$ cat src/verilog/sra_cfg.svh
// register map, field positions and reset values of the sysref aligner
`ifndef SRA_CFG_SVH
`define SRA_CFG_SVH

// ---------------------------------------------------------------
// register offsets
// ---------------------------------------------------------------
`define SRA_ADDR_DIV         16'h0108
`define SRA_ADDR_CTRL        16'h010a
`define SRA_ADDR_STAT        16'h010b
`define SRA_ADDR_DLY         16'h0110

// ---------------------------------------------------------------
// field positions
// ---------------------------------------------------------------
`define SRA_AUTO_BIT         7
`define SRA_NEG_HI           3
`define SRA_NEG_LO           2
`define SRA_POS_HI           1
`define SRA_POS_LO           0
`define SRA_STAT_HI          3
`define SRA_DLY_HI           2

// ---------------------------------------------------------------
// reset values
// ---------------------------------------------------------------
`define SRA_CTRL_RST         8'h00
`define SRA_STAT_RST         4'h0
`define SRA_DLY_RST          3'h0

// ---------------------------------------------------------------
// timing: divider phase advances two half cycles per clock
// ---------------------------------------------------------------
`define SRA_PHASE_STEP       4'h2

`endif

$ cat src/verilog/sra_pkg.sv
// types and shared decode for the sysref aligner
package sra_pkg;

   // clock delay mode field encodings
   typedef enum logic [2:0] {
      SRA_DLY_NONE    = 3'h0,
      SRA_DLY_FINE    = 3'h2,
      SRA_DLY_FINE_LJ = 3'h3
   } sra_dly_mode_t;

   typedef logic [3:0] sra_phase_t;

   // divider period in half input-clock cycles
   function automatic sra_phase_t sra_period_h(input logic [2:0] div_sel);
      sra_phase_t p;
      p = 4'h2;
      unique case (div_sel)
         3'h1:    p = 4'h4;
         3'h3:    p = 4'h8;
         default: p = 4'h2;
      endcase
      return p;
   endfunction : sra_period_h

endpackage : sra_pkg

$ cat src/verilog/sra_phase_capture.sv
// divider phase counter, sysref capture and skew window filter
`timescale 1ns/1ns
`include "sra_cfg.svh"

module sra_phase_capture (
   input  wire logic              clk,
   input  wire logic              rst_b,
   input  wire logic              sysref,
   input  wire logic              capt_en,
   input  wire logic              auto_en,
   input  wire logic [1:0]        neg_win,
   input  wire logic [1:0]        pos_win,
   input  wire logic [2:0]        div_sel,
   output sra_pkg::sra_phase_t    phase,
   output sra_pkg::sra_phase_t    capt_phase,
   output sra_pkg::sra_phase_t    status,
   output logic                   sref_evt,
   output logic                   in_win
);

   sra_pkg::sra_phase_t period_h;
   sra_pkg::sra_phase_t next_phase;
   sra_pkg::sra_phase_t applied;
   logic                sref_q;

   // ---------------------------------------------------------------
   // divider phase in half cycles
   // ---------------------------------------------------------------
   assign period_h = sra_pkg::sra_period_h(div_sel);

   always_comb begin
      if (phase + `SRA_PHASE_STEP >= period_h) begin
         next_phase = 4'h0;
      end else begin
         next_phase = phase + `SRA_PHASE_STEP;
      end
   end

   always_ff @(posedge clk or negedge rst_b) begin
      if (!rst_b) begin
         phase <= 4'h0;
      end else begin
         phase <= next_phase;
      end
   end

   // ---------------------------------------------------------------
   // sysref rising edge, only while capture is enabled
   // ---------------------------------------------------------------
   always_ff @(posedge clk or negedge rst_b) begin
      if (!rst_b) begin
         sref_q <= 1'b0;
      end else begin
         sref_q <= sysref;
      end
   end

   assign sref_evt = sysref & ~sref_q & capt_en;

   // ---------------------------------------------------------------
   // skew windows: a hit close to the edge counts as on the edge
   // ---------------------------------------------------------------
   always_comb begin
      in_win = (phase <= {2'h0, pos_win});                    // see RL5
      if (phase != 4'h0 && (period_h - phase) <= {2'h0, neg_win}) begin
         in_win = 1'b1;                                        // see RL2
      end
   end

   // zero windows only forgive phase 0, so status tracks capture in auto adjust mode
   assign applied = in_win ? 4'h0 : phase;                    // see RL8

   // raw captured phase, held until the next capture
   always_ff @(posedge clk or negedge rst_b) begin
      if (!rst_b) begin
         capt_phase <= `SRA_STAT_RST;
      end else if (sref_evt) begin
         capt_phase <= phase;                                  // see RL10
      end
   end

   // applied phase status, only moves in auto adjust mode
   always_ff @(posedge clk or negedge rst_b) begin
      if (!rst_b) begin
         status <= `SRA_STAT_RST;
      end else if (sref_evt && auto_en) begin
         status <= applied;                                    // see RL6
      end
   end

endmodule : sra_phase_capture

$ cat src/verilog/sra_align.sv
// sysref divider phase alignment control and status registers
`timescale 1ns/1ns
`include "sra_cfg.svh"

// Function
// RL1: auto mode offset is captured plus local
// RL2: ignore sysref inside negative skew window
// RL3: software disables sysref before changing windows
// RL4: negative window codes zero to three halves
// RL5: ignore sysref inside positive skew window
// RL6: windows act only with auto adjust set
// RL7: software keeps window sum below divider
// RL8: positive window zero means exact capture
// RL9: four bit status of applied phase
// RL10: zero windows: status equals captured phase
// RL11: delay mode none, fine, low jitter fine
// RL12: software limits fine steps to sixteen
module sra_align (
   input  wire logic           CLK,
   input  wire logic           RST_B,
   input  wire logic           REG_WE,
   input  wire logic           REG_RE,
   input  wire logic [15:0]    REG_ADDR,
   input  wire logic [7:0]     REG_WDATA,
   output logic      [7:0]     REG_RDATA,
   input  wire logic           SYSREF,
   input  wire logic [1:0]     SYSREF_MODE,
   input  wire logic [2:0]     DIV_SEL,
   input  wire logic [3:0]     LOCAL_PHASE,
   output logic      [3:0]     PHASE_OFFSET,
   output logic      [3:0]     CAPT_PHASE,
   output logic      [3:0]     DIV_PHASE,
   output logic                AUTO_ADJ_EN,
   output logic      [2:0]     DLY_MODE,
   output logic                DLY_FINE_EN,
   output logic                DLY_LOW_JITTER
);

   logic                auto_en;
   logic [1:0]          neg_win;
   logic [1:0]          pos_win;
   logic [2:0]          dly_mode;
   logic                capt_en;
   logic                sref_evt;
   logic                in_win;
   sra_pkg::sra_phase_t status;
   sra_pkg::sra_phase_t capt_phase;
   sra_pkg::sra_phase_t phase;
   sra_pkg::sra_phase_t next_offset;
   logic [7:0]          next_rdata;

   // ---------------------------------------------------------------
   // control register writes
   // ---------------------------------------------------------------
   // windows are taken as written; software must pause sysref first
   always_ff @(posedge CLK or negedge RST_B) begin
      if (!RST_B) begin
         auto_en <= 1'b0;
         neg_win <= 2'h0;
         pos_win <= 2'h0;
      end else if (REG_WE && REG_ADDR == `SRA_ADDR_CTRL) begin
         auto_en <= REG_WDATA[`SRA_AUTO_BIT];
         neg_win <= REG_WDATA[`SRA_NEG_HI:`SRA_NEG_LO];        // see RL4
         pos_win <= REG_WDATA[`SRA_POS_HI:`SRA_POS_LO];
      end
   end

   // delay mode kept as written; unlisted codes pass through
   always_ff @(posedge CLK or negedge RST_B) begin
      if (!RST_B) begin
         dly_mode <= `SRA_DLY_RST;
      end else if (REG_WE && REG_ADDR == `SRA_ADDR_DLY) begin
         dly_mode <= REG_WDATA[`SRA_DLY_HI:0];
      end
   end

   // ---------------------------------------------------------------
   // phase capture and skew filtering
   // ---------------------------------------------------------------
   assign capt_en = (SYSREF_MODE != 2'h0);

   sra_phase_capture u_capture (
      .clk        (CLK),
      .rst_b      (RST_B),
      .sysref     (SYSREF),
      .capt_en    (capt_en),
      .auto_en    (auto_en),
      .neg_win    (neg_win),
      .pos_win    (pos_win),
      .div_sel    (DIV_SEL),
      .phase      (phase),
      .capt_phase (capt_phase),
      .status     (status),
      .sref_evt   (sref_evt),
      .in_win     (in_win)
   );

   assign CAPT_PHASE = capt_phase;
   assign DIV_PHASE  = phase;

   // ---------------------------------------------------------------
   // effective divider phase offset
   // ---------------------------------------------------------------
   always_comb begin
      if (auto_en) begin
         next_offset = status + LOCAL_PHASE;                   // see RL1
      end else begin
         next_offset = LOCAL_PHASE;
      end
   end

   always_ff @(posedge CLK or negedge RST_B) begin
      if (!RST_B) begin
         PHASE_OFFSET <= 4'h0;
      end else begin
         PHASE_OFFSET <= next_offset;
      end
   end

   // ---------------------------------------------------------------
   // delay mode decode, registered to keep outputs glitch free
   // ---------------------------------------------------------------
   always_ff @(posedge CLK or negedge RST_B) begin
      if (!RST_B) begin
         DLY_MODE       <= `SRA_DLY_RST;
         DLY_FINE_EN    <= 1'b0;
         DLY_LOW_JITTER <= 1'b0;
         AUTO_ADJ_EN    <= 1'b0;
      end else begin
         DLY_MODE       <= dly_mode;
         DLY_FINE_EN    <= (dly_mode == sra_pkg::SRA_DLY_FINE) ||
                           (dly_mode == sra_pkg::SRA_DLY_FINE_LJ); // see RL11
         DLY_LOW_JITTER <= (dly_mode == sra_pkg::SRA_DLY_FINE_LJ);
         AUTO_ADJ_EN    <= auto_en;
      end
   end

   // ---------------------------------------------------------------
   // register read path; reserved bits and holes read zero
   // ---------------------------------------------------------------
   always_comb begin
      next_rdata = 8'h00;
      unique case (REG_ADDR)
         `SRA_ADDR_CTRL: next_rdata = {auto_en, 3'h0, neg_win, pos_win};
         `SRA_ADDR_STAT: next_rdata = {4'h0, status};          // see RL9
         `SRA_ADDR_DLY:  next_rdata = {5'h00, dly_mode};
         default:        next_rdata = 8'h00;
      endcase
   end

   always_ff @(posedge CLK or negedge RST_B) begin
      if (!RST_B) begin
         REG_RDATA <= 8'h00;
      end else if (REG_RE) begin
         REG_RDATA <= next_rdata;
      end
   end
endmodule : sra_align

$ cat config.mk
export PLATFORM = sky130hd
export DESIGN_NAME = sra_align
export DESIGN_NICKNAME = d
export VERILOG_FILES = /design/src/verilog/sra_pkg.sv /design/src/verilog/sra_phase_capture.sv /design/src/verilog/sra_align.sv
export VERILOG_INCLUDE_DIRS = /design/src /design/src/verilog
export SDC_FILE = /design/constraint.sdc
export NUM_CORES = 1
export LEC_CHECK = 0
export BUFFER_PORTS_ARGS = -buffer_cell sky130_fd_sc_hd__buf_2
export CORE_ASPECT_RATIO = 0.5
export CORE_MARGIN = 2
export CORE_UTILIZATION = 45
export DETAILED_ROUTE_END_ITERATION = 8
export PLACE_DENSITY_LB_ADDON = 0.05
export REMOVE_ABC_BUFFERS = 1
export SLEW_MARGIN = 20
export SYNTH_ARGS = -nofsm -noshare
export SYNTH_HDL_FRONTEND = slang
export SYNTH_SLANG_ARGS = --single-unit
$ cat constraint.sdc
create_clock -name CLK -period 4 [get_ports CLK]
set_input_delay 0 -clock CLK [delete_from_list [all_inputs] [get_ports CLK]]
set_output_delay 0 -clock CLK [all_outputs]
set_load 0.05 [all_outputs]
---- After elaboration in Yosys (flattened, before gate mapping) ----
Cells that the tools add are included.
word-level totals
  register bits after elaboration ......... 39
  input bits .............................. 38
  output and inout bits ................... 26
  word-level logic and storage cells ...... 43
cells by class
  $add $sub $neg .......................... 3
  order comparisons ....................... 3
  equal/unequal tests ..................... 7
  muxes and demuxes ....................... 6
  bitwise operators ....................... 3
  reductions and logical operators ........ 7
operator list
  operator             number
  $eq 16x9->1 const B  3
  $pmux 8 s3           1
  $mux 4               3
  $eq 3x2->1 const B   3
  $le 4x2->1           2
  $pmux 4 s2           1
  $add 4x2->4 const B  1
  $add 4x4->4          1
  $ge 4x4->1           1
  $logic_and 1x1->1    4
  $reduce_bool 4->1    1
  $sub 4x4->4          1
  $eq 3x1->1 const B   1
  $and 1x1->1          2
  $reduce_bool 2->1    1
  $logic_or 1x1->1     1
  $mux 1               1
  $not 1->1            1

---- Longest topological paths before layout ----
Gate-level depths: netlist of run 1.
  word-level depth ........................ 7
  gate-level depth with buffers ........... 8
  mapped depth without buffers ............ 8

---- By module ----
Synthesis of run 1 repeated with hierarchy kept, for this count alone.
second synthesis, totals
  cells, all modules ...................... 162
  area, all modules ....................... 1826.8 sq um
modules (own cells, without submodules)
  module             times used  cells each  area each (sq um)  sequential area each (sq um)
  sra_align          1           95          1119.8             575.6
  sra_phase_capture  1           67          706.9              275.3

---- Worst setup path after synthesis of run 1 ----
No wires, ideal clock.
  kind .................................... reg2reg
  start ................................... register u_capture.phase[1]
  end ..................................... register u_capture.status[1]
  library setup time ...................... 0.142 ns
  data arrival time ....................... 2.073 ns
  required time ........................... 3.858 ns
  path slack .............................. 1.785 ns
  stages on the path, launching flop included .. 8
  path buffers ............................ 0
  period minus slack after synthesis ...... 2.215 ns
  path through ............................ dfrtp_1 inv_1 ha_1 inv_1 ha_1 nand2b_1 a2111oi_2 a22oi_1
on the way
  cells in the longest elaborated chain, start to end .. 5
  elaborated cells between the ends (all ways) .. 7
  those cells by class .................... add/sub (1); order compare (2); mux (2); reduce/logical (2)
RTL lines
  element                   line                     text
  start: declaration        sra_phase_capture.sv:14  output sra_pkg::sra_phase_t phase,
  start signal: assignment  sra_phase_capture.sv:43  phase <= next_phase;
  $sub 4x4->4               sra_phase_capture.sv:65  if (phase != 4'h0 && (period_h - phase) <= {2'h0, neg_win}) begin
  $le 4x2->1                sra_phase_capture.sv:65
  $logic_and 1x1->1         sra_phase_capture.sv:65
  $mux 1                    sra_phase_capture.sv:65
  $mux 4 (*)                sra_phase_capture.sv:71  assign applied = in_win ? 4'h0 : phase;
  end signal: assignment    sra_phase_capture.sv:85  status <= `SRA_STAT_RST;
  end signal: assignment    sra_phase_capture.sv:87  status <= applied;
  end: declaration          sra_phase_capture.sv:16  output sra_pkg::sra_phase_t status,
Mark *: on every way between the ends. The rest lies on a longest branch, timed or not.
A chain may end at the register's enable or synchronous reset.

---- Final worst setup path of run 1 ----
Ends and elaborated chain as after synthesis.

==> flow_metrics.env, run 1 <==
export IMPL_ys_seq_elements=34
export IMPL_hold_violations=0
export IMPL_die_height_microns=48.4
export IMPL_report_final_slew_viol_count=0
export IMPL_fin_util_pct=60.2
export IMPL_gp_congestion=0.779
export IMPL_htree_levels=2
export IMPL_synth_ff_type="dfrtp_1"
export IMPL_cts_tree="yes"
export IMPL_avgViaCountPerCell=4.79
export IMPL_fin_setup_tns_ns=0
export IMPL_dp_hpwl_mm=2.71
export IMPL_worst_pin_slew_ns=0.731
export IMPL_syn_cell_area_sq_um=1780
export IMPL_drive_gt1_share_pct=33.5
export IMPL_port_buffers=55
export IMPL_final_common_cell="buf_2"
export IMPL_crit_type="flip-flop to flip-flop"
export IMPL_wire_per_inst_microns=12.8
export IMPL_slew_headroom_pct=51.2
export IMPL_cts_repair_resized=0
export IMPL_fin_area_sq_um=2310
export IMPL_met1_usage_pct=23.8
export IMPL_fp_coreArea_sq_um=3840
export IMPL_antenna_found_initial=0
export IMPL_async_flop_share_pct=100
export IMPL_ant_nets=0
export IMPL_ys_warn_count=0
export IMPL_grt_overflow_total=0
export IMPL_clock_skew_ns=0.00903
export IMPL_final_cells=284
export IMPL_synth_edf_count=0
export IMPL_grt_max_degree=35
export IMPL_numCtsBuffers=5
export IMPL_layout_nets=280
export IMPL_layout_min_cycle_time_ns=2.08
export IMPL_routed_wl_mm=3.63
export IMPL_vdd_drop_max_uv=255
export IMPL_cts_buffer_depth=2
export IMPL_grt_first_pass_wirelength_mm=6.26
export IMPL_dpl_cell_count=265
export IMPL_track_usage_pct=17.9
export IMPL_cp_arrival_ns=2.24
export IMPL_final_cell_mix="buf_2, dfrtp_1, inv_1, ha_1"
export IMPL_grt_util_met2_pct=28.7
export IMPL_syn_inst=158
export IMPL_clk_latency_ns=0.29
export IMPL_initial_core_util_pct=46.2
export IMPL_fin_crit_sh_pct=52.1
export IMPL_synth_area_leader_cell="dfrtp_1"
export IMPL_avgSynthCellArea_sq_um=11.2
export IMPL_drc=0
export IMPL_cp_start_kind="flip-flop"
export IMPL_endpoint_kind="flip-flop"
export IMPL_ios=64
export IMPL_rsz0062_at_grt="false"
export IMPL_crit_fanout=8
export IMPL_ys_seq_area_share_pct=47.9
export IMPL_placed_area_sq_um=2090
export IMPL_cts_setup_buffers=0
export IMPL_drt_pre_antenna_iters=4
export IMPL_power_density_nw_per_um2=419
export IMPL_n_antenna_cell=0
export IMPL_status="finished, final reports clean"
export IMPL_min_path_type="primary input to flip-flop"
export IMPL_placementRows=16
export IMPL_cts_clk_slew_worst_paths_ns=0.07
export IMPL_grtUsageMet3_pct=4.83
export IMPL_synth_top_area_share_pct=47.9
export IMPL_num_vias=1361
export IMPL_grt_pass1_vias=1365
export IMPL_setup_viol=0
export IMPL_die_width_microns=92.8
export IMPL_cts_root_buf="clkbuf_8"
export IMPL_leakage_nw=1.18
export IMPL_synthTopCellsByArea="dfrtp_1, ha_1, mux2_2, inv_1, mux2i_1"
export IMPL_drtIter0Drc=43
export IMPL_cts_sinks=34
export IMPL_dieArea_sq_um=4490
export IMPL_required_ns=4.15
export IMPL_yosysUniqueCellTypes=40
export IMPL_cap_violations=0
export IMPL_area_delta_synth_final_pct=30.4
export IMPL_fmax_mhz=480
export IMPL_busiest_layer="met2"
export IMPL_worst_hold_slack_ns=0.0342
[report_power, final]
part / internal (mW) / switching, mW
logic: 0.0923 / 0.176
clock network: 0.185 / 0.129
registers: 0.364 / 0.0248
[what timing repair did]
item | 4_1_cts | 5_1_grt
endpoints found under the hold margin | 48 | 0
endpoints found under the setup margin | 0 | 0
hold buffers | 11 | 0
[sequential cells by signal, summed over array words and instances, names as in the netlist]
signal	count
dly_mode	3
PHASE_OFFSET	4
u_capture.capt_phase	3
DLY_FINE_EN	1
neg_win	2
DLY_LOW_JITTER	1
auto_en	1
u_capture.status	4
DLY_MODE	3
pos_win	2
u_capture.phase	3
AUTO_ADJ_EN	1
REG_RDATA	5
u_capture.sref_q	1
[final cells by class]
cell class | instances | area (sq um)
Clock inverter | 3 | 45.0
Sequential cell | 34 | 851
Tap cell | 54 | 67.6
Timing Repair Buffer | 66 | 385
Fill cell | 349 | 1530
Inverter | 21 | 78.8
Multi-Input combinational cell | 101 | 818
Clock buffer | 5 | 68.8
[metrics by stage]
step	power (mW)	worst slack (ns)
after floorplan	0.579	1.79
after global placement	0.651	1.94
after detailed placement	0.658	1.92
after CTS	0.984	1.89
after global routing	1.03	1.71
final	0.971	1.92
[cells by family (layout without fill, tap and decap cells)]
kind of cell / count (synthesis) / in the layout / share of synthesized area, %
and+or+nand+nor: 36 / 36 / 12.3
DFF: 34 / 34 / 47.9
buffers and inverters: 27 / 95 / 6.84
AOI/OAI and AO/OA: 24 / 24 / 9.80
muxes: 18 / 18 / 10.9
adders and majority gates: 13 / 13 / 9.58
xor gates and xnor gates: 5 / 5 / 2.47
other: 1 / 5 / 0.211
[final timing paths]
kind	slack, ns	from	cells past startpoint	to
min in group asynchronous	0.31	RST_B	2	u_capture.phase[2]$_DFF_PN0_
min	0.03	LOCAL_PHASE[1]	3	PHASE_OFFSET[1]$_DFF_PN0_
max reg2reg	1.92	u_capture.phase[1]$_DFF_PN0_	7	u_capture.status[1]$_DFFE_PN0P_
max in group asynchronous	3.22	RST_B	2	REG_RDATA[2]$_DFFE_PN0P_
min reg2reg	0.41	dly_mode[0]$_DFFE_PN0P_	0	DLY_MODE[0]$_DFF_PN0_
max	1.92	u_capture.phase[1]$_DFF_PN0_	7	u_capture.status[1]$_DFFE_PN0P_
[worst max-delay path, stage by stage, from the launching register on]
cell and delay (ns):
dfrtp_1 0.50, inv_1 0.13, ha_1 0.33, inv_1 0.05, ha_1 0.26, nand2b_1 0.06
a2111oi_2 0.47, a22oi_1 0.15
[routing by layer]
layer	vias up	share of wire [%]
met3	5	7.8
li1	681	-
met5	-	0
met1	625	47
met4	0	0.91
met2	50	45
[synth_stat cells, types with 5 or more instances]
| library cell | number |
|---|---|
| dfrtp_1 | 34 |
| mux2_2 | 11 |
| ha_1 | 12 |
| o21ai_0 | 6 |
| nand2_1 | 8 |
| buf_4 | 5 |
| nand2b_1 | 5 |
| nor2_1 | 5 |
| mux2i_1 | 7 |
| inv_1 | 21 |
(Power assumes the default switching activity.)
==> run 2, diff against run 1 <==
--- a/config.mk
+++ b/config.mk
@@ -9,7 +9,7 @@
 export BUFFER_PORTS_ARGS = -buffer_cell sky130_fd_sc_hd__buf_2
 export CORE_ASPECT_RATIO = 0.5
 export CORE_MARGIN = 2
-export CORE_UTILIZATION = 45
+export CORE_UTILIZATION = 44
 export DETAILED_ROUTE_END_ITERATION = 8
 export PLACE_DENSITY_LB_ADDON = 0.05
 export REMOVE_ABC_BUFFERS = 1
==> constraint.sdc (replaced) <==
create_clock -name CLK -period 1.7 [get_ports CLK]
set_input_delay 0 -clock CLK [delete_from_list [all_inputs] [get_ports CLK]]
set_output_delay 0 -clock CLK [all_outputs]
set_load 0.05 [all_outputs]
==> flow_metrics.env, run 2 (synthesized netlist as in run 1, its figures left out) <==
export IMPL_status="finished with violations"
export IMPL_violations="negative setup slack"
export IMPL_gp_congestion=0.766
export IMPL_min_path_type="primary input to flip-flop"
export IMPL_final_common_cell="buf_2"
export IMPL_p_sw_mw=0.824
export IMPL_avgViaCountPerCell=4.82
export IMPL_regToRegSetupSlack_ns=-0.004
export IMPL_power_density_nw_per_um2=1010
export IMPL_hold_violations=0
export IMPL_vdd_drop_max_uv=894
export IMPL_cts_clk_slew_worst_paths_ns=0.07
export IMPL_num_vias=1408
export IMPL_rr_worst_depth=7
export IMPL_fmax_mhz=587
export IMPL_busiest_layer="met1"
export IMPL_clk_latency_ns=0.29
export IMPL_r2r_start="u_capture.phase[1]$_DFF_PN0_"
export IMPL_final_cells=292
export IMPL_leakage_nw=1.23
export IMPL_crit_fanout=3
export IMPL_die_width_microns=93.8
export IMPL_crit_type="flip-flop to flip-flop"
export IMPL_port_buffers=55
export IMPL_cts_tree="yes"
export IMPL_cp_arrival_ns=1.86
export IMPL_worst_pin_slew_ns=0.755
export IMPL_area_delta_synth_final_pct=37.0
export IMPL_required_ns=1.86
export IMPL_drt_pre_antenna_iters=4
export IMPL_cp_start_kind="flip-flop"
export IMPL_largest_reg_flops=5
export IMPL_cp_endpoint="u_capture.status[1]$_DFFE_PN0P_"
export IMPL_routed_wl_mm=3.79
export IMPL_cap_violations=0
export IMPL_drtIter0Drc=69
export IMPL_fin_util_pct=62.6
export IMPL_setup_ws_ns=-0.00387
export IMPL_layout_min_cycle_time_ns=1.70
export IMPL_die_height_microns=48.9
export IMPL_track_usage_pct=17.5
export IMPL_top_register="REG_RDATA"
export IMPL_swShare_pct=33.6
export IMPL_endpoint_kind="flip-flop"
export IMPL_cts_buffer_depth=2
export IMPL_ant_nets=0
export IMPL_grt_max_degree=35
export IMPL_fin_crit_sh_pct=100
export IMPL_wire_per_inst_microns=13.0
export IMPL_placed_area_sq_um=2140
export IMPL_placementRows=16
export IMPL_numCtsBuffers=5
export IMPL_grt_first_pass_wirelength_mm=6.04
export IMPL_dp_hpwl_mm=2.76
export IMPL_clock_skew_ns=0.00826
export IMPL_grt_pass1_vias=1290
export IMPL_ios=64
export IMPL_dpl_cell_count=272
export IMPL_layout_nets=288
export IMPL_dieArea_sq_um=4590
export IMPL_pwr_share_seq_pct=36.5
export IMPL_grtUsageMet3_pct=4.79
export IMPL_cts_root_buf="clkbuf_8"
export IMPL_final_cell_mix="buf_2, dfrtp_1, inv_1, mux2_2, dlygate4sd3_1"
export IMPL_n_antenna_cell=0
export IMPL_htree_levels=2
export IMPL_slew_headroom_pct=49.7
export IMPL_met1_usage_pct=26.2
export IMPL_clockPowerShare_pct=29.4
export IMPL_fp_coreArea_sq_um=3880
export IMPL_antenna_found_initial=0
export IMPL_drive_gt1_share_pct=37.8
export IMPL_rsz0062_at_grt="true"
export IMPL_fin_area_sq_um=2430
export IMPL_rr_endpoint="u_capture.status[1]$_DFFE_PN0P_"
export IMPL_cp_startpoint="u_capture.phase[1]$_DFF_PN0_"
export IMPL_initial_core_util_pct=45.7
export IMPL_intPower_mw=1.63
export IMPL_grt_util_met2_pct=24.0
export IMPL_cts_sinks=34
export IMPL_setup_viol=1
export IMPL_drc=0
export IMPL_comb_power_share_pct=34.1
export IMPL_grt_overflow_total=0
export IMPL_top_regs="REG_RDATA (5), PHASE_OFFSET (4), u_capture.status (4)"
export IMPL_report_final_slew_viol_count=0
-- run 2: changes by cell type in the layout (fill, tap and decap cells not counted), moves of 2 or more --
cell,delta
ha_4,+3
inv_1,-2
clkinvlp_4,-2
ha_1,-3
buf_4,+8
clkbuf_1,+2
-- run 2: stage by stage --
step                      worst slack, ns  hold slack (ns)  total power [mW]  setup TNS, ns
final                            -0.00387           0.0491              2.45       -0.00387
after global routing              -0.0687           0.0602              2.61         -0.170
after CTS                        0.000308           0.0411              2.38              0
after detailed placement           -0.124            0.120              1.59         -0.286
after global placement            -0.0852            0.109              1.57         -0.186
after floorplan                    -0.515           -0.296              1.36          -1.82
-- run 2: how the worst min path moves through the flow --
stage / start / end / cells after the start
finish: LOCAL_PHASE[1] / PHASE_OFFSET[1]$_DFF_PN0_ / 3
global route: LOCAL_PHASE[1] / PHASE_OFFSET[1]$_DFF_PN0_ / 3
CTS: LOCAL_PHASE[1] / PHASE_OFFSET[1]$_DFF_PN0_ / 3
detailed placement: RST_B / u_capture.phase[2]$_DFF_PN0_ / 1
global placement: RST_B / u_capture.phase[2]$_DFF_PN0_ / 1
floorplan: RST_B / AUTO_ADJ_EN$_DFF_PN0_ / 0
-- run 2: area by class of cell --
class / count / area (sq um)
sequential: 34 / 851
inverter: 21 / 81.3
tap: 54 / 67.6
multi-input combinational: 101 / 881
fill: 337 / 1450
clock buffer: 7 / 76.3
clock inverter: 1 / 30.0
timing repair buffer: 74 / 445
-- run 2: what timing repair did --
item / in CTS / in global routing
resized for setup: 3 / 8
endpoints found under the setup margin: 4 / 6
endpoints found under the hold margin: 48 / 0
pin swaps: 3 / 5
cloned: 0 / 0
buffers inserted: 0 / 1
hold buffers: 11 / 0
-- run 2: metal layers --
layer  share of wire [%]  routed length, microns
met5                   0                       0
met4                0.90                      34
met3                 6.9                     263
met2                  40                    1520
met1                  52                    1970
-- run 2: power groups by stage --
| stage | Clock, mW | Combinational, mW | Sequential (mW) |
|---|---|---|---|
| after floorplan | 0 | 0.289 | 1.07 |
| after global placement | 0 | 0.667 | 0.906 |
| after detailed placement | 0 | 0.679 | 0.906 |
| after CTS | 0.746 | 0.740 | 0.891 |
| after global routing | 0.783 | 0.925 | 0.903 |
| final | 0.720 | 0.836 | 0.896 |
-- run 2: worst max-delay path, stage by stage, from the launching register on --
cell and delay (ns):
dfrtp_1 0.36, inv_2 0.06, ha_4 0.28, inv_4 0.04, ha_4 0.26, nand2b_4 0.06, a2111oi_4 0.40, a22oi_2 0.13
